## src/rtl/tdm_port_pkg.sv

```systemverilog
// package for the multiplexed serial port: offsets, fields, types
// assumes a plain register port with 16-bit data in the low bits
//
// Notes on behaviour
// - transmit only in slots selected by low bits
// - receive holding hidden from software when enabled
// - transmit holding hidden from software when enabled
// - receive flag set on shift-to-holding copy
// - transmit flag set on holding-to-shift copy
// - low byte own address, high byte destination
// - control register bit zero is mode enable
// - address line marks which devices capture word
// - status register shows address line and alignment
// - mode bit enables, cleared bit disables port
package tdm_port_pkg;
	localparam int addr_w = 4;
	localparam int data_w = 16;
	localparam int word_bits = 16;
	localparam int slots = 8;
	localparam logic [addr_w-1:0] off_slot_select = 4'h0;
	localparam logic [addr_w-1:0] off_rx_holding = 4'h1;
	localparam logic [addr_w-1:0] off_tx_holding = 4'h2;
	localparam logic [addr_w-1:0] off_addr_status = 4'h3;
	localparam logic [addr_w-1:0] off_rt_address = 4'h4;
	localparam logic [addr_w-1:0] off_port_control = 4'h5;
	localparam logic [addr_w-1:0] off_irq_status = 4'h6;
	localparam logic [addr_w-1:0] off_irq_mask = 4'h7;
	localparam int bit_mode_en = 0;
	localparam int bit_tx_ready = 1;
	localparam int bit_rx_ready = 2;
	localparam int bit_irq_rx = 0;
	localparam int bit_irq_tx = 1;
	localparam logic [data_w-1:0] zero_word = 16'h0000;
	localparam logic [3:0] bit_cnt_last = 4'hf;
	localparam logic [2:0] slot_last = 3'h7;
	localparam logic [3:0] addr_bit_last = 4'h7;
	typedef struct packed {
		logic [addr_w-1:0] addr;
		logic [data_w-1:0] wdata;
		logic wr;
		logic rd;
	} reg_req_t;
	typedef struct packed {
		logic clk;
		logic dat;
		logic adr;
	} bus_in_t;
	typedef struct packed {
		logic dat_out;
		logic dat_oe_n;
		logic adr_out;
		logic adr_oe_n;
	} bus_out_t;
endpackage

```

## src/rtl/tdm_multiprocessor_serial_port.sv

```systemverilog
// multiplexed serial port: register file, slot timing, shift paths
// assumes bus pins tied by the board and bus clock far below ref clock
// pin output enables are active low, low only in own slots
`timescale 1ns/10ps
module tdm_multiprocessor_serial_port (
	// clock and reset
	input wire logic ref_clk_in,
	input wire logic arst_n_in,
	// register port
	input wire tdm_port_pkg::reg_req_t req_in,
	output logic [tdm_port_pkg::data_w-1:0] rdata_out,
	// shared bus pins
	input wire tdm_port_pkg::bus_in_t bus_in,
	output tdm_port_pkg::bus_out_t bus_out,
	// interrupt
	output logic irq_out
);
	import tdm_port_pkg::*;

	// ---------------------------------------------
	// pin synchronisers
	// ---------------------------------------------
	logic [2:0] sync1;
	logic [2:0] sync2;
	logic clk_prev;
	// bus clock edges seen about two reference cycles late
	always_ff @(posedge ref_clk_in or negedge arst_n_in) begin
		if (!arst_n_in) begin
			sync1 <= 3'h0;
			sync2 <= 3'h0;
		end else begin
			sync1 <= {bus_in.clk, bus_in.dat, bus_in.adr};
			sync2 <= sync1;
		end
	end

	always_ff @(posedge ref_clk_in or negedge arst_n_in) begin
		if (!arst_n_in)
			clk_prev <= 1'b0;
		else
			clk_prev <= sync2[2];
	end
	wire bclk = sync2[2];
	wire bdat = sync2[1];
	wire badr = sync2[0];
	wire rise = bclk & ~clk_prev;
	wire fall = ~bclk & clk_prev;

	// ---------------------------------------------
	// registers
	// ---------------------------------------------
	logic [data_w-1:0] slot_select;
	logic [data_w-1:0] rt_address;
	logic [data_w-1:0] port_control;
	logic [data_w-1:0] tx_holding;
	logic [data_w-1:0] rx_holding;
	logic [1:0] irq_status;
	logic [1:0] irq_mask;
	logic tx_full;
	logic rx_full;
	logic align_seen;

	// ---------------------------------------------
	// write and read decode
	// ---------------------------------------------
	wire mode_en = port_control[bit_mode_en];
	wire wr_ctl = req_in.wr & (req_in.addr == off_port_control);
	wire wr_sel = req_in.wr & (req_in.addr == off_slot_select);
	wire wr_rta = req_in.wr & (req_in.addr == off_rt_address);
	// one word per enable: no refill while the port runs
	wire wr_txh = req_in.wr & (req_in.addr == off_tx_holding) &
		~mode_en;
	wire wr_ist = req_in.wr & (req_in.addr == off_irq_status);
	wire wr_imk = req_in.wr & (req_in.addr == off_irq_mask);
	wire rd_rxh = req_in.rd & (req_in.addr == off_rx_holding) &
		~mode_en;
	wire rd_ast = req_in.rd & (req_in.addr == off_addr_status);

	// ---------------------------------------------
	// address fields
	// ---------------------------------------------
	wire [7:0] own_receive_addr = rt_address[7:0];
	wire [7:0] dest_transmit_addr = rt_address[15:8];

	// ---------------------------------------------
	// slot timing and shift paths
	// ---------------------------------------------
	logic [3:0] bit_cnt;
	logic [2:0] slot_cnt;
	logic [word_bits-1:0] transmit_shift;
	logic [word_bits-1:0] mux_receive_shift;
	logic [7:0] addr_shift;
	logic [7:0] addr_out_shift;
	logic tx_loaded;
	logic addr_hit;
	wire word_end = rise & (bit_cnt == bit_cnt_last);
	wire [2:0] next_slot = (slot_cnt == slot_last) ? 3'h0 :
		slot_cnt + 3'h1;
	// a slot is loaded at the end of the slot before it
	wire next_slot_on = mode_en & slot_select[next_slot];
	wire load_tx = word_end & tx_full & next_slot_on;
	wire shift_out = fall & tx_loaded & (bit_cnt != 4'h0);
	wire [7:0] next_addr_shift = {addr_shift[6:0], badr};
	wire addr_match = next_addr_shift == own_receive_addr;
	// only the eighth bit of a slot closes the address field
	wire next_hit = (bit_cnt == addr_bit_last) ? addr_match :
		addr_hit;
	// own transmit slots are never captured
	wire rx_done = word_end & mode_en & addr_hit & ~tx_loaded;

	// ---------------------------------------------
	// slot counters
	// ---------------------------------------------
	// first rise after enable is bit zero of slot zero
	always_ff @(posedge ref_clk_in or negedge arst_n_in) begin
		if (!arst_n_in)
			bit_cnt <= 4'h0;
		else if (!mode_en)
			bit_cnt <= 4'h0;
		else if (rise)
			bit_cnt <= bit_cnt + 4'h1;
	end

	always_ff @(posedge ref_clk_in or negedge arst_n_in) begin
		if (!arst_n_in)
			slot_cnt <= 3'h0;
		else if (!mode_en)
			slot_cnt <= 3'h0;
		else if (word_end)
			slot_cnt <= next_slot;
	end

	// ---------------------------------------------
	// receive path
	// ---------------------------------------------
	always_ff @(posedge ref_clk_in or negedge arst_n_in) begin
		if (!arst_n_in)
			mux_receive_shift <= zero_word;
		else if (mode_en & rise)
			mux_receive_shift <= {mux_receive_shift[word_bits-2:0], bdat};
	end

	always_ff @(posedge ref_clk_in or negedge arst_n_in) begin
		if (!arst_n_in)
			addr_shift <= 8'h00;
		else if (mode_en & rise)
			addr_shift <= next_addr_shift;
	end

	always_ff @(posedge ref_clk_in or negedge arst_n_in) begin
		if (!arst_n_in)
			addr_hit <= 1'b0;
		else if (!mode_en)
			addr_hit <= 1'b0;
		else if (rise)
			addr_hit <= word_end ? 1'b0 : next_hit;
	end

	// ---------------------------------------------
	// transmit path
	// ---------------------------------------------
	// drive on falling edge, valid before next rising sample
	always_ff @(posedge ref_clk_in or negedge arst_n_in) begin
		if (!arst_n_in)
			transmit_shift <= zero_word;
		else if (load_tx)
			transmit_shift <= tx_holding;
		else if (shift_out)
			transmit_shift <= {transmit_shift[word_bits-2:0], 1'b0};
	end

	always_ff @(posedge ref_clk_in or negedge arst_n_in) begin
		if (!arst_n_in)
			addr_out_shift <= 8'h00;
		else if (load_tx)
			addr_out_shift <= dest_transmit_addr;
		else if (shift_out)
			addr_out_shift <= {addr_out_shift[6:0], 1'b0};
	end

	// a load is dropped when the port is switched off
	always_ff @(posedge ref_clk_in or negedge arst_n_in) begin
		if (!arst_n_in)
			tx_loaded <= 1'b0;
		else if (!mode_en)
			tx_loaded <= 1'b0;
		else if (load_tx)
			tx_loaded <= 1'b1;
		else if (word_end)
			tx_loaded <= 1'b0;
	end

	// ---------------------------------------------
	// bus pins
	// ---------------------------------------------
	wire drive_dat = tx_loaded & mode_en;
	wire drive_adr = drive_dat & ~bit_cnt[3];

	always_ff @(posedge ref_clk_in or negedge arst_n_in) begin
		if (!arst_n_in) begin
			bus_out <= '{1'b0, 1'b1, 1'b0, 1'b1};
		end else begin
			bus_out.dat_out <= transmit_shift[word_bits-1];
			bus_out.dat_oe_n <= ~drive_dat;
			bus_out.adr_out <= addr_out_shift[7];
			bus_out.adr_oe_n <= ~drive_adr;
		end
	end

	// ---------------------------------------------
	// register writes and flags
	// ---------------------------------------------
	// reserved upper bits of slot select read zero
	always_ff @(posedge ref_clk_in or negedge arst_n_in) begin
		if (!arst_n_in)
			slot_select <= zero_word;
		else if (wr_sel)
			slot_select <= {8'h00, req_in.wdata[7:0]};
	end

	always_ff @(posedge ref_clk_in or negedge arst_n_in) begin
		if (!arst_n_in)
			rt_address <= zero_word;
		else if (wr_rta)
			rt_address <= req_in.wdata;
	end

	always_ff @(posedge ref_clk_in or negedge arst_n_in) begin
		if (!arst_n_in)
			port_control <= zero_word;
		else if (wr_ctl)
			port_control <= {13'h0000, 2'h0, req_in.wdata[bit_mode_en]};
	end

	// ---------------------------------------------
	// holding registers and flags
	// ---------------------------------------------
	always_ff @(posedge ref_clk_in or negedge arst_n_in) begin
		if (!arst_n_in)
			tx_holding <= zero_word;
		else if (wr_txh)
			tx_holding <= req_in.wdata;
	end

	always_ff @(posedge ref_clk_in or negedge arst_n_in) begin
		if (!arst_n_in)
			tx_full <= 1'b0;
		else if (wr_txh)
			tx_full <= 1'b1;
		else if (load_tx)
			tx_full <= 1'b0;
	end

	always_ff @(posedge ref_clk_in or negedge arst_n_in) begin
		if (!arst_n_in)
			rx_holding <= zero_word;
		else if (rx_done)
			rx_holding <= {mux_receive_shift[word_bits-2:0], bdat};
	end

	// software read with the port off frees the holding word
	always_ff @(posedge ref_clk_in or negedge arst_n_in) begin
		if (!arst_n_in)
			rx_full <= 1'b0;
		else if (rx_done)
			rx_full <= 1'b1;
		else if (rd_rxh)
			rx_full <= 1'b0;
	end

	// set wins over the clearing read
	always_ff @(posedge ref_clk_in or negedge arst_n_in) begin
		if (!arst_n_in)
			align_seen <= 1'b0;
		else if (word_end)
			align_seen <= 1'b1;
		else if (rd_ast)
			align_seen <= 1'b0;
	end

	// ---------------------------------------------
	// interrupts
	// ---------------------------------------------
	// set wins over write-one-to-clear
	wire [1:0] irq_set = {load_tx, rx_done};
	wire [1:0] irq_clr = wr_ist ? req_in.wdata[1:0] : 2'h0;
	// level output, high while any unmasked event waits
	wire [1:0] irq_pending = irq_status & irq_mask;

	always_ff @(posedge ref_clk_in or negedge arst_n_in) begin
		if (!arst_n_in)
			irq_status <= 2'h0;
		else
			irq_status <= (irq_status & ~irq_clr) | irq_set;
	end

	always_ff @(posedge ref_clk_in or negedge arst_n_in) begin
		if (!arst_n_in)
			irq_mask <= 2'h0;
		else if (wr_imk)
			irq_mask <= req_in.wdata[1:0];
	end
	assign irq_out = |irq_pending;

	// ---------------------------------------------
	// read mux
	// ---------------------------------------------
	wire tx_ready = ~tx_full;
	wire [data_w-1:0] ctl_view = {13'h0000, rx_full, tx_ready, mode_en};
	wire [data_w-1:0] rx_view = mode_en ? zero_word : rx_holding;
	wire [data_w-1:0] tx_view = mode_en ? zero_word : tx_holding;
	wire [data_w-1:0] irq_view = {14'h0000, irq_status};
	wire [data_w-1:0] mask_view = {14'h0000, irq_mask};
	// address hit, alignment seen, clock line, address line, address shift, bit position
	wire [data_w-1:0] addr_view = {addr_hit, align_seen, bclk, badr,
		addr_shift, bit_cnt};

	// ---------------------------------------------
	// read select
	// ---------------------------------------------
	logic [data_w-1:0] next_rdata;
	always_comb begin
		next_rdata = zero_word;
		if (req_in.rd) begin
			unique case (req_in.addr)
				off_slot_select: next_rdata = slot_select;
				off_rx_holding: next_rdata = rx_view;
				off_tx_holding: next_rdata = tx_view;
				off_addr_status: next_rdata = addr_view;
				off_rt_address: next_rdata = rt_address;
				off_port_control: next_rdata = ctl_view;
				off_irq_status: next_rdata = irq_view;
				off_irq_mask: next_rdata = mask_view;
				default: next_rdata = zero_word;
			endcase
		end
	end

	// ---------------------------------------------
	// read data register
	// ---------------------------------------------
	always_ff @(posedge ref_clk_in or negedge arst_n_in) begin
		if (!arst_n_in)
			rdata_out <= zero_word;
		else
			rdata_out <= next_rdata;
	end
endmodule

```

## config.mk

```make
export PLATFORM = sky130hd
export DESIGN_NAME = tdm_multiprocessor_serial_port
export DESIGN_NICKNAME = d
export VERILOG_FILES = /design/src/rtl/tdm_port_pkg.sv /design/src/rtl/tdm_multiprocessor_serial_port.sv
export SDC_FILE = /design/constraint.sdc
export NUM_CORES = 1
export LEC_CHECK = 0
export ABC_AREA = 1
export BUFFER_PORTS_ARGS = -buffer_cell sky130_fd_sc_hd__buf_2
export CORE_MARGIN = 2
export CORE_UTILIZATION = 25
export DETAILED_ROUTE_END_ITERATION = 12
export GPL_TIMING_DRIVEN = 0
export PLACE_DENSITY_LB_ADDON = 0.15
export RECOVER_POWER = 50
export SLEW_MARGIN = 20
export SYNTH_ARGS = -nofsm -noshare
export SYNTH_HDL_FRONTEND = slang
export SYNTH_SLANG_ARGS = --single-unit
```

## constraint.sdc

```tcl
create_clock -name ref_clk_in -period 2.65 [get_ports ref_clk_in]
set_clock_uncertainty 0.15 [all_clocks]
set_input_delay 0.1325 -clock ref_clk_in [delete_from_list [all_inputs] [get_ports ref_clk_in]]
set_output_delay 0.1325 -clock ref_clk_in [all_outputs]
set_load 0.01 [all_outputs]
```

=== Word level (Yosys, flattened, before mapping) ===
Cells that the tools add are included.

* Logic and storage cells: 117
* Register bits after elaboration: 147
* Input port bits: 27

* Equal/unequal tests: 15
* Mux-type cells: 29
* Add/subtract/negate cells: 2
* Reductions and logical operators: 8
* Bitwise gates (word level): 36
* $lt $le $gt $ge: 1

{| class="wikitable"
|+ Operators by type and width
! operator !! count
|-
| $pmux W16 S8 || 1
|-
| $mux W16 || 5
|-
| $and A1 B1 Y1 || 24
|-
| $eq A4 B3 Y1 const B || 5
|-
| $mux W8 || 2
|-
| $mux W1 || 14
|-
| $mux W3 || 3
|-
| $eq A4 B2 Y1 const B || 2
|-
| $eq A8 B8 Y1 || 1
|-
| $mux W4 || 2
|-
| $not A1 Y1 || 8
|-
| $reduce_bool A2 Y1 || 4
|-
| $ne A3 B1 Y1 const B || 2
|-
| $lt A3 B5 Y1 const B || 1
|-
| $add A4 B1 Y4 const B || 1
|-
| $and A2 B2 Y2 || 2
|-
| $eq A4 B1 Y1 const B || 1
|-
| $eq A4 B4 Y1 const B || 1
|-
| $logic_not A4 Y1 || 1
|-
| $reduce_bool A4 Y1 || 1
|-
| $add A3 B1 Y3 const B || 1
|-
| $bmux W1 S3 || 1
|-
| $eq A3 B3 Y1 const B || 1
|-
| $mux W2 || 1
|-
| other kinds (6) || 6
|}

=== Longest topological paths before layout ===
Gate-level depths: netlist (run 1).

* Word-level depth: 8
* Mapped depth: 12
* Mapped depth without buffers: 12

=== Least setup slack after synthesis (run 1) ===
No wires, ideal clock.

* Path kind: register -> register
* Start point: register slot_cnt[0]
* End point: register transmit_shift[6]
* Period minus slack after synthesis: 1912 ps
* Arrival: 1641 ps
* Stages on the path, launching flop included: 12
* Setup slack: 738 ps
* Required time: 2379 ps
* Cell sequence: dfrtp_1 -> ha_1 -> ha_1 -> nor2_1 -> nand2_1 -> nand3_1 -> nand2_1 -> nand2_2 -> nand3_4 -> buf_6 -> nand3_2 -> nand3_2

* Word-level cells in the longest chain between the ends: 7
* Elaborated cells on any way between the ends: 9
* Classes of those cells: add/sub (1); eq/ne (1); mux (4); bitwise (2); reduce/logical (1)

{| class="wikitable"
|+ RTL lines
! element !! line !! RTL
|-
| start, declared || tdm_multiprocessor_serial_port.sv:89 || <nowiki>logic [2:0] slot_cnt;</nowiki>
|-
| start signal, assigned || tdm_multiprocessor_serial_port.sv:130 || <nowiki>slot_cnt <= next_slot;</nowiki>
|-
| $add A3 B1 Y3 or $eq A3 B3 Y1 (tied branches) || tdm_multiprocessor_serial_port.sv:98, tdm_multiprocessor_serial_port.sv:97 ||
|-
| $mux W3 (*) || tdm_multiprocessor_serial_port.sv:97 || <nowiki>wire [2:0] next_slot = (slot_cnt == slot_last) ? 3'h0 :</nowiki>
|-
| $bmux W1 S3 (*) || tdm_multiprocessor_serial_port.sv:100 || <nowiki>wire next_slot_on = mode_en & slot_select[next_slot];</nowiki>
|-
| $mux W1 (not written as such) (*) || tdm_multiprocessor_serial_port.sv:100 ||
|-
| $and A1 B1 Y1 (*) || tdm_multiprocessor_serial_port.sv:100 ||
|-
| $and A1 B1 Y1 (*) || tdm_multiprocessor_serial_port.sv:101 || <nowiki>wire load_tx = word_end & tx_full & next_slot_on;</nowiki>
|-
| $mux W16 or $reduce_bool A2 Y1 (tied branches) || - ||
|-
| end signal, assigned || tdm_multiprocessor_serial_port.sv:165 || <nowiki>transmit_shift <= zero_word;</nowiki>
|-
| end signal, assigned || tdm_multiprocessor_serial_port.sv:167 || <nowiki>transmit_shift <= tx_holding;</nowiki>
|-
| end signal, assigned || tdm_multiprocessor_serial_port.sv:169 || <nowiki>transmit_shift <= {transmit_shift[word_bits-2:0], 1'b0};</nowiki>
|-
| end, declared || tdm_multiprocessor_serial_port.sv:90 || <nowiki>logic [word_bits-1:0] transmit_shift;</nowiki>
|}

Mark *: on every way between the ends. The rest lies on a longest branch, timed or not. The select of a mux whose other input is x is not followed.
A chain may end at the register's enable or synchronous reset.

=== Worst setup path in the final report (run 1) ===
* Start point: register slot_cnt[0]
* End point: register addr_out_shift[6]

* Word-level cells in the longest chain between the ends: 7
* Elaborated cells on any way between the ends: 9
* Classes of those cells: add/sub (1); eq/ne (1); mux (4); bitwise (2); reduce/logical (1)

{| class="wikitable"
|+ RTL lines
! element !! line !! RTL
|-
| $add A3 B1 Y3 or $eq A3 B3 Y1 (tied branches) || tdm_multiprocessor_serial_port.sv:98, tdm_multiprocessor_serial_port.sv:97 ||
|-
| $mux W3 (*) || tdm_multiprocessor_serial_port.sv:97 ||
|-
| $bmux W1 S3 (*) || tdm_multiprocessor_serial_port.sv:100 ||
|-
| $mux W1 (not written as such) (*) || tdm_multiprocessor_serial_port.sv:100 ||
|-
| $and A1 B1 Y1 (*) || tdm_multiprocessor_serial_port.sv:100 ||
|-
| $and A1 B1 Y1 (*) || tdm_multiprocessor_serial_port.sv:101 ||
|-
| $mux W8 or $reduce_bool A2 Y1 (tied branches) || - ||
|-
| end signal, assigned || tdm_multiprocessor_serial_port.sv:176 || <nowiki>addr_out_shift <= dest_transmit_addr;</nowiki>
|-
| end signal, assigned || tdm_multiprocessor_serial_port.sv:178 || <nowiki>addr_out_shift <= {addr_out_shift[6:0], 1'b0};</nowiki>
|-
| end, declared || tdm_multiprocessor_serial_port.sv:93 || <nowiki>logic [7:0] addr_out_shift;</nowiki>
|}

Marks and branches as above.

==> results_dict.tcl, run 1 <==
set metrics [dict create \
    status "finished with violations" \
    violations "max-capacitance violations, max-slew violations" \
    reg2reg_depth 10 \
    critPathMaxFanout 10 \
    grt_pass1_vias 5452 \
    drt-pass1-iter-count 4 \
    r2r-start "slot_cnt[0]" \
    fp.dieArea_sq_um 27700 \
    core_area_sq_um 26000 \
    clockRootBuffer "clkbuf_16" \
    power_mw 5.80 \
    grtUsageTotal 0.147 \
    layout_min_cycle_time_ns 2.19 \
    nets 844 \
    fmax_mhz 457 \
    synth-edff-count 0 \
    post_cts_buffers 0 \
    hpwlAfterDp_um 14000 \
    cts.clk_slew.worst_paths_ns 0.06 \
    viasPerCell 4.46 \
    syn_inst 723 \
    h-tree-depth 4 \
    crit_required_ns 2.86 \
    antenna_cells 0 \
    post-route-drc-count 0 \
    critPathArrivalTime_ns 2.40 \
    syn_area_per_cell_sq_um 9.13 \
    fin_cells 1161 \
    place.gp.congestion 0.778 \
    rrSetupSlack_ns 0.46 \
    seq_area_sq_um 3680 \
    cts_tree "done" \
    fin_crit_sh 0.826 \
    crit_path_end_kind "flop" \
    synth-main-ff-cell "dfrtp_1" \
    detail-route-antenna-nets 0 \
    powerDensity_nw_per_um2 717 \
    maxCapViolations 1 \
    yosys_warnings 0 \
    synth_area_sq_um 6600 \
    crit_type "flop to flop" \
    insertion_delay_ns 0.43 \
    ir_drop_uv 280 \
    design.portCount 48 \
    async_flop_share 1.00 \
    slew_violations 55 \
    die_w_um 166 \
    antenna_found_initial 0 \
    rsz0062_at_grt "no" \
    final_cell_mix "nand2_1 (204), dfrtp_1 (145), o21ai_0 (81)" \
    crit_path_end "addr_out_shift[6]" \
    routedWlPerCell_um 16.6 \
    start_util 0.254 \
    grt_pass1_wl_um 31400 \
    p_leak_nw 3.71 \
    setup_violations 0 \
    clock-sinks 147 \
    ys_types 35 \
    dp.cells 1106 \
    drive_above_1_share 0.161 \
    cts_buffers 17 \
    crit_start "slot_cnt[0]" \
    multiInputGateArea_sq_um 2440 \
    grt_max_degree 94 \
    mostFrequentLayoutCell "nand2_1" \
    wirelength_um 19300 \
    worst_slew_pin_slew_ns 1.52 \
    crit_path_start_kind "flop" \
    drt_iter0_drc 301 \
    num_rows 59 \
    portBuffers 47 \
    yosys_register_bits 147 \
    max-slew-margin-rel -0.0130 \
    cts_buffer_depth 2 \
    syn2layout_area_growth_pct 22.4 \
    vias 5181 \
    fill_cells 2803 \
    die_height_um 166 \
    hold_class "primary input to flop" \
    r2r-end "addr_out_shift[6]" \
    hold_violations 0 \
    overflow 0 \
    seq_area_frac_synth 0.558 \
    whs_ns 0.0284 \
    syn_nets 754 \
]
[state kept, by name (all words and copies together) (netlist names)]
signal / count
sync1: 3
slot_cnt: 3
align_seen: 1
addr_out_shift: 8
addr_shift: 8
tx_holding: 16
bus_out: 4
slot_select: 8
rt_address: 16
addr_hit: 1
irq_mask: 2
mux_receive_shift: 15
rdata_out: 16
port_control: 1
tx_full: 1
bit_cnt: 4
rx_full: 1
tx_loaded: 1
transmit_shift: 16
rx_holding: 16
clk_prev: 1
irq_status: 2
sync2: 3
[synthesized netlist by cell type, types with 3 or more instances]
library cell | instances | area, sq um
inv_2 | 6 | 22.5
buf_6 | 7 | 78.8
nand2_1 | 204 | 766
clkbuf_1 | 7 | 26.3
nor3_1 | 6 | 30.0
nand3_4 | 4 | 70.1
nand3_2 | 27 | 270
ha_1 | 4 | 50.1
nand3_1 | 49 | 245
o21ai_0 | 81 | 405
a41oi_1 | 10 | 87.6
nor2_1 | 14 | 52.6
o22ai_1 | 4 | 25.0
dfrtp_1 | 145 | 3630
nand2_2 | 5 | 31.3
nand4_1 | 24 | 150
buf_4 | 3 | 22.5
inv_1 | 67 | 251
a21oi_1 | 8 | 40.0
buf_2 | 14 | 70.1
o21ai_1 | 15 | 75.1
[critical path: stages, from the launching register on]
cell     delay (ns)
dfrtp_1        0.41
ha_1           0.21
ha_1           0.21
nor2_1         0.22
nand2_1        0.09
nand3_1        0.09
nand2_1        0.06
nand2_2        0.15
buf_2          0.23
nand4_1        0.19
nand3_2        0.11
[logic make-up after synthesis]
logic type,share of synthesized area
AND/OR/NAND/NOR,0.252
flip-flops,0.558
AO/OA/AOI/OAI,0.102
buffers and inverters,0.0734
XOR/XNOR,0.00531
adder cells (fa/ha/maj),0.00758
multiplexers,0.00171
[layout make-up]
cell class,instances,share of cell area
Sequential cell,147,0.456
Multi-Input combinational cell,469,0.302
Timing Repair Buffer,71,0.0578
Clock buffer,21,0.0570
Tap cell,335,0.0519
Inverter,75,0.0350
Buffer,32,0.0249
Clock inverter,11,0.0161
[worst min path at each step]
stage / start / endpoint / cells after the start / slack, ns
6_report: req_in[20] / rx_full / 5 / 0.03
5_1_grt: req_in[20] / rx_full / 5 / 0.04
4_1_cts: req_in[20] / rx_full / 5 / 0.02
3_5_place_dp: arst_n_in / sync1[2] / 1 / -0.04
3_3_place_gp: bus_in[1] / sync1[1] / 1 / 0.09
2_1_floorplan: arst_n_in / addr_hit / 0 / -0.31
[repair_timing]
item / CTS / global route
endpoints found under the hold margin: 106 / 0
hold buffers: 23 / 0
gates resized for setup: 0 / 0
[where the power goes]
group	internal, mW	switching (mW)	leakage (nW)
combinational	0.236	0.404	1.49
clock	1.44	1.00	0.275
sequential	2.49	0.228	1.95
total	4.16	1.63	3.71
[per-layer routing]
metal / up-vias / track usage / wire length [um]
li1: 2574 / - / -
met1: 2521 / 0.197 / 9250
met2: 67 / 0.242 / 9310
met3: 19 / 0.0285 / 438
met4: 0 / 0.0416 / 262
met5: - / 0 / 0
[stage by stage]
stage | setup slack [ns] | utilization | cell area (sq um) | setup TNS, ns
after floorplan | 0.738 | - | 6600 | 0
after global placement | -1.16 | 0.279 | 7260 | -167.00
after detailed placement | 0.444 | 0.281 | 7290 | 0
after CTS | 0.424 | 0.312 | 8110 | 0
after global routing | 0.292 | 0.311 | 8080 | 0
final | 0.462 | 0.311 | 8080 | 0
Power figures use the tool's default switching activity.
==> run 2: changes to the inputs <==
clock period = 2.1 ns   (was 2.65 ns; I/O delays follow)
==> run 2 against run 1 <==
  * The run now ends clean
  * Worst setup slack lost 0.34 ns
  * Non-clock buffer count grew 5
  * Critical path depth grew 1
  * Critical path type unchanged
  * Largest power group unchanged
  * Highest routed layer unchanged
==> results_dict.tcl, run 2 (synthesis results as in run 1) <==
set metrics [dict create \
    status "complete, no violations" \
    ir_drop_uv 357 \
    powerDensity_nw_per_um2 895 \
    start_util 0.254 \
    fmax_mhz 507 \
    crit_path_end_kind "flop" \
    path_delay_family "simple AND/OR/NAND/NOR gates" \
    layout_min_cycle_time_ns 1.97 \
    whs_endpoint "irq_mask[1]" \
    max-slew-margin-rel 0.400 \
    rrSetupSlack_ns 0.13 \
    place.gp.congestion 0.778 \
    cts_buffers 17 \
    clockRootBuffer "clkbuf_16" \
    drt_iter0_drc 285 \
    postLayoutCoreUtil 0.315 \
    overflow 0 \
    die_height_um 166 \
    worstHoldPathCells 5 \
    fin_crit_sh 0.940 \
    mostFrequentLayoutCell "nand2_1" \
    post-route-drc-count 0 \
    worst_slew_pin_slew_ns 0.900 \
    fin_cells 1166 \
    whs_ns 0.0281 \
    reg2reg_depth 11 \
    drive_above_1_share 0.174 \
    core_area_sq_um 26000 \
    wirelength_um 19400 \
    num_rows 59 \
    viasPerCell 4.47 \
    crit_required_ns 2.27 \
    hold_violations 0 \
    antenna_cells 0 \
    min-delay-start "req_in[19]" \
    max_stage_delay_ns 0.38 \
    grt_pass1_wl_um 31400 \
    cts.clk_slew.worst_paths_ns 0.07 \
    design.portCount 48 \
    antenna_found_initial 0 \
    final_cell_mix "nand2_1 (202), dfrtp_1 (145), o21ai_0 (81)" \
    grt_pass1_vias 5456 \
    slew_violations 0 \
    dp.cells 1106 \
    drt-pass1-iter-count 4 \
    p_leak_nw 3.77 \
    setup_violations 0 \
    fill_cells 2797 \
    h-tree-depth 4 \
    syn2layout_area_growth_pct 24.2 \
    routedWlPerCell_um 16.7 \
    insertion_delay_ns 0.43 \
    detail-route-antenna-nets 0 \
    vias 5208 \
    crit_path_start_kind "flop" \
    critPathArrivalTime_ns 2.14 \
    critPathMaxFanout 6 \
    path_cells "ha_1 -> ha_2 -> nor2_4 -> nand2_1 -> nand3_1 -> nand2_1 -> nand2_4 -> nand3_4 -> clkbuf_16 -> nand3_2 -> nand3_1" \
    hpwlAfterDp_um 14000 \
    fp.dieArea_sq_um 27700 \
    maxCapViolations 0 \
    nets 849 \
    slowest_stage "dfrtp_1" \
    portBuffers 47 \
    clock-sinks 147 \
    r2r-start "slot_cnt[0]" \
    critPathBufInv 1 \
    r2r-end "transmit_shift[13]" \
    die_w_um 166 \
    crit_type "flop to flop" \
    grt_max_degree 94 \
    cts_buffer_depth 2 \
    hold_class "primary input to flop" \
    grtUsageTotal 0.146 \
    cts_tree "done" \
]
## run 2: tightest hold or removal path, stage by stage
cell and delay, ns:
buf_2 0.12, nand2_1 0.08, nor3_1 0.07, nand2_1 0.10, o21ai_0 0.08
## run 2: area by class of cell
type	instances	area, sq um	share of cell area
plain buffers	32	224	0.0273
clock buffers	21	460	0.0562
repair buffers	76	533	0.0650
multi-input cells	469	2470	0.301
well taps	335	419	0.0511
inverters	75	283	0.0345
flip-flops and latches	147	3680	0.449
clock inverters	11	130	0.0159
## run 2: worst max-delay path by stage
stage | startpoint | to | slack (ns) | cells after the start
final | slot_cnt[0] | transmit_shift[13] | 0.13 | 11
after floorplan | slot_cnt[0] | transmit_shift[6] | 0.19 | 11
after CTS | sync2[2] | mux_receive_shift[5] | 0.03 | 6
after detailed placement | slot_cnt[0] | transmit_shift[14] | -0.11 | 11
after global routing | slot_cnt[0] | addr_out_shift[0] | -0.0007 | 11
after global placement | arst_n_in | rdata_out[8] | -1.68 | 1
## run 2: layer usage
metal,share of wire,global-route usage,vias to the layer above
li1,-,-,2583
met1,0.48,0.196,2560
met2,0.49,0.241,50
met3,0.018,0.0285,15
met4,0.013,0.0416,0
met5,0,0,-
## run 2: timing repair
action	CTS	global route
hold endpoints to repair	199	0
pin swaps	2	2
endpoints found under the setup margin	25	41
hold buffers	25	0
cloned	0	1
gates resized for setup	7	14
setup buffers	2	0
## run 2: power breakdown
group / total (mW) / leakage [nW] / switching, mW / internal [mW]
sequential: 3.43 / 1.95 / 0.290 / 3.14
clock: 3.09 / 0.275 / 1.27 / 1.82
combinational: 0.821 / 1.54 / 0.513 / 0.307
## run 2: through the flow
step	TNS, ns	setup slack (ns)	total power, mW	instance area (sq um)
after floorplan	0	0.188	3.88	6600
after global placement	-245.29	-1.68	4.26	7260
after detailed placement	-1.54	-0.106	4.27	7290
after CTS	0	0.0324	7.41	8190
after global routing	-0.000722	-0.000722	7.70	8200
final	0	0.127	7.34	8200
==> run 3: changes to the inputs <==
HOLD_SLACK_MARGIN = 0.05   (was not set)
==> run 3 against run 2 <==
  * Power down 0.10%
  * Sequential share of layout area down 0.055 points
  * Routed wire length up 0.31%
  * Register-to-register slack about the same
  * Largest cell class unchanged
  * Final area up 0.12%
  * Die area unchanged
  * Sequential power about the same
==> results_dict.tcl, run 3 (synthesis results as in run 1) <==
set metrics [dict create \
    fmax_mhz 506 \
    clockPowerShare 0.420 \
    hold_class "primary input to async pin" \
    drive_above_1_share 0.174 \
    maxCapViolations 0 \
    design.portCount 48 \
    portBuffers 47 \
    place.gp.congestion 0.778 \
    drt-pass1-iter-count 4 \
    hpwlAfterDp_um 14000 \
    syn2layout_area_growth_pct 24.3 \
    cts_buffers 17 \
    cts.clk_slew.worst_paths_ns 0.06 \
    max-slew-margin-rel 0.392 \
    dp.cells 1106 \
    powerDensity_nw_per_um2 893 \
    whs_ns 0.0509 \
    fin_ws_ns 0.124 \
    insertion_delay_ns 0.42 \
    critPathArrivalTime_ns 2.13 \
    seq_power_share 0.468 \
    fp.dieArea_sq_um 27700 \
    grt_pass1_wl_um 31500 \
    status "complete, no violations" \
    viasPerCell 4.49 \
    slew_violations 0 \
    die_w_um 166 \
    setup_violations 0 \
    pre_cts_ws_ns -0.106 \
    num_rows 59 \
    wirelength_um 19500 \
    die_height_um 166 \
    detail-route-antenna-nets 0 \
    crit_type "flop to flop" \
    cellInternalPower_mw 5.26 \
    start_util 0.254 \
    grt_max_degree 94 \
    vias 5244 \
    mostFrequentLayoutCell "nand2_1" \
    clockRootBuffer "clkbuf_16" \
    nets 850 \
    p_comb_frac 0.112 \
    reg2reg_depth 11 \
    postLayoutCoreUtil 0.316 \
    fin_crit_sh 0.941 \
    rrSetupSlack_ns 0.12 \
    p_sw_mw 2.07 \
    drt_iter0_drc 292 \
    overflow 0 \
    antenna_cells 0 \
    r2r-start "slot_cnt[0]" \
    core_area_sq_um 26000 \
    clock-sinks 147 \
    crit_required_ns 2.26 \
    p_leak_nw 3.78 \
    grtUsageTotal 0.147 \
    critPathMaxFanout 6 \
    r2r-end "transmit_shift[13]" \
    fin_setup_tns_ns 0 \
    p_sw_frac 0.282 \
    crit_path_end_kind "flop" \
    antenna_found_initial 0 \
    cts_buffer_depth 2 \
    layout_min_cycle_time_ns 1.98 \
    routedWlPerCell_um 16.7 \
    cts_tree "done" \
    crit_path_start_kind "flop" \
    hold_violations 0 \
    h-tree-depth 4 \
    worst_slew_pin_slew_ns 0.913 \
    final_cell_mix "nand2_1 (202), dfrtp_1 (145), o21ai_0 (81)" \
    grt_pass1_vias 5462 \
    fin_cells 1167 \
    ir_drop_uv 348 \
    post-route-drc-count 0 \
]
-- run 3: final cells by class --
| type | count | area [sq um] |
|---|---|---|
| inverters | 75 | 283 |
| clock inverters | 11 | 130 |
| repair buffers | 77 | 543 |
| flip-flops and latches | 147 | 3680 |
| fillers | 2798 | 17800 |
| multi-input cells | 469 | 2470 |
| well taps | 335 | 419 |
| clock buffers | 21 | 460 |
| plain buffers | 32 | 224 |
-- run 3: worst max-delay path by stage --
stage / start / endpoint / slack, ns
6_report: slot_cnt[0] / transmit_shift[13] / 0.12
5_1_grt: slot_cnt[0] / addr_out_shift[0] / -0.0007
4_1_cts: sync2[2] / mux_receive_shift[5] / 0.03
3_5_place_dp: slot_cnt[0] / transmit_shift[14] / -0.11
3_3_place_gp: arst_n_in / rdata_out[8] / -1.68
2_1_floorplan: slot_cnt[0] / transmit_shift[6] / 0.19
-- run 3: what timing repair did --
action,4_1_cts,5_1_grt
buffers inserted,2,0
pin swaps,2,2
hold buffers,26,0
resized for setup,7,14
cloned,0,1
hold endpoints to repair,203,0
setup endpoints to repair,25,41
-- run 3: metrics by stage --
| step | cell area (sq um) | total power, mW |
|---|---|---|
| after global routing | 8210 | 7.70 |
| after floorplan | 6600 | 3.88 |
| after global placement | 7260 | 4.26 |
| after CTS | 8200 | 7.41 |
| after detailed placement | 7290 | 4.27 |
| final | 8210 | 7.33 |
-- run 3: power groups by stage --
| stage | Sequential, mW | Combinational (mW) | Clock [mW] |
|---|---|---|---|
| finish | 3.43 | 0.824 | 3.08 |
| global placement | 3.48 | 0.775 | 0 |
| CTS | 3.43 | 0.842 | 3.14 |
| global route | 3.47 | 0.965 | 3.26 |
| floorplan | 3.37 | 0.509 | 0 |
| detailed placement | 3.48 | 0.792 | 0 |
-- run 3: metal layers --
metal  share of wire  vias up  wire length [um]  GRT usage
met1            0.48     2579              9330      0.197
met4           0.010        0               199     0.0416
met3           0.022       12               437     0.0285
met2            0.49       67              9520      0.242
li1                -     2586                 -          -
met5               0        -                 0          0
-- run 3: critical path: stages, from the launching register on --
cell	delay, ns
dfrtp_1	0.38
ha_1	0.20
ha_2	0.20
nor2_4	0.11
nand2_1	0.06
nand3_1	0.09
nand2_2	0.07
nand2_4	0.12
nand3_4	0.15
clkbuf_16	0.21
nand3_2	0.05
nand3_1	0.06
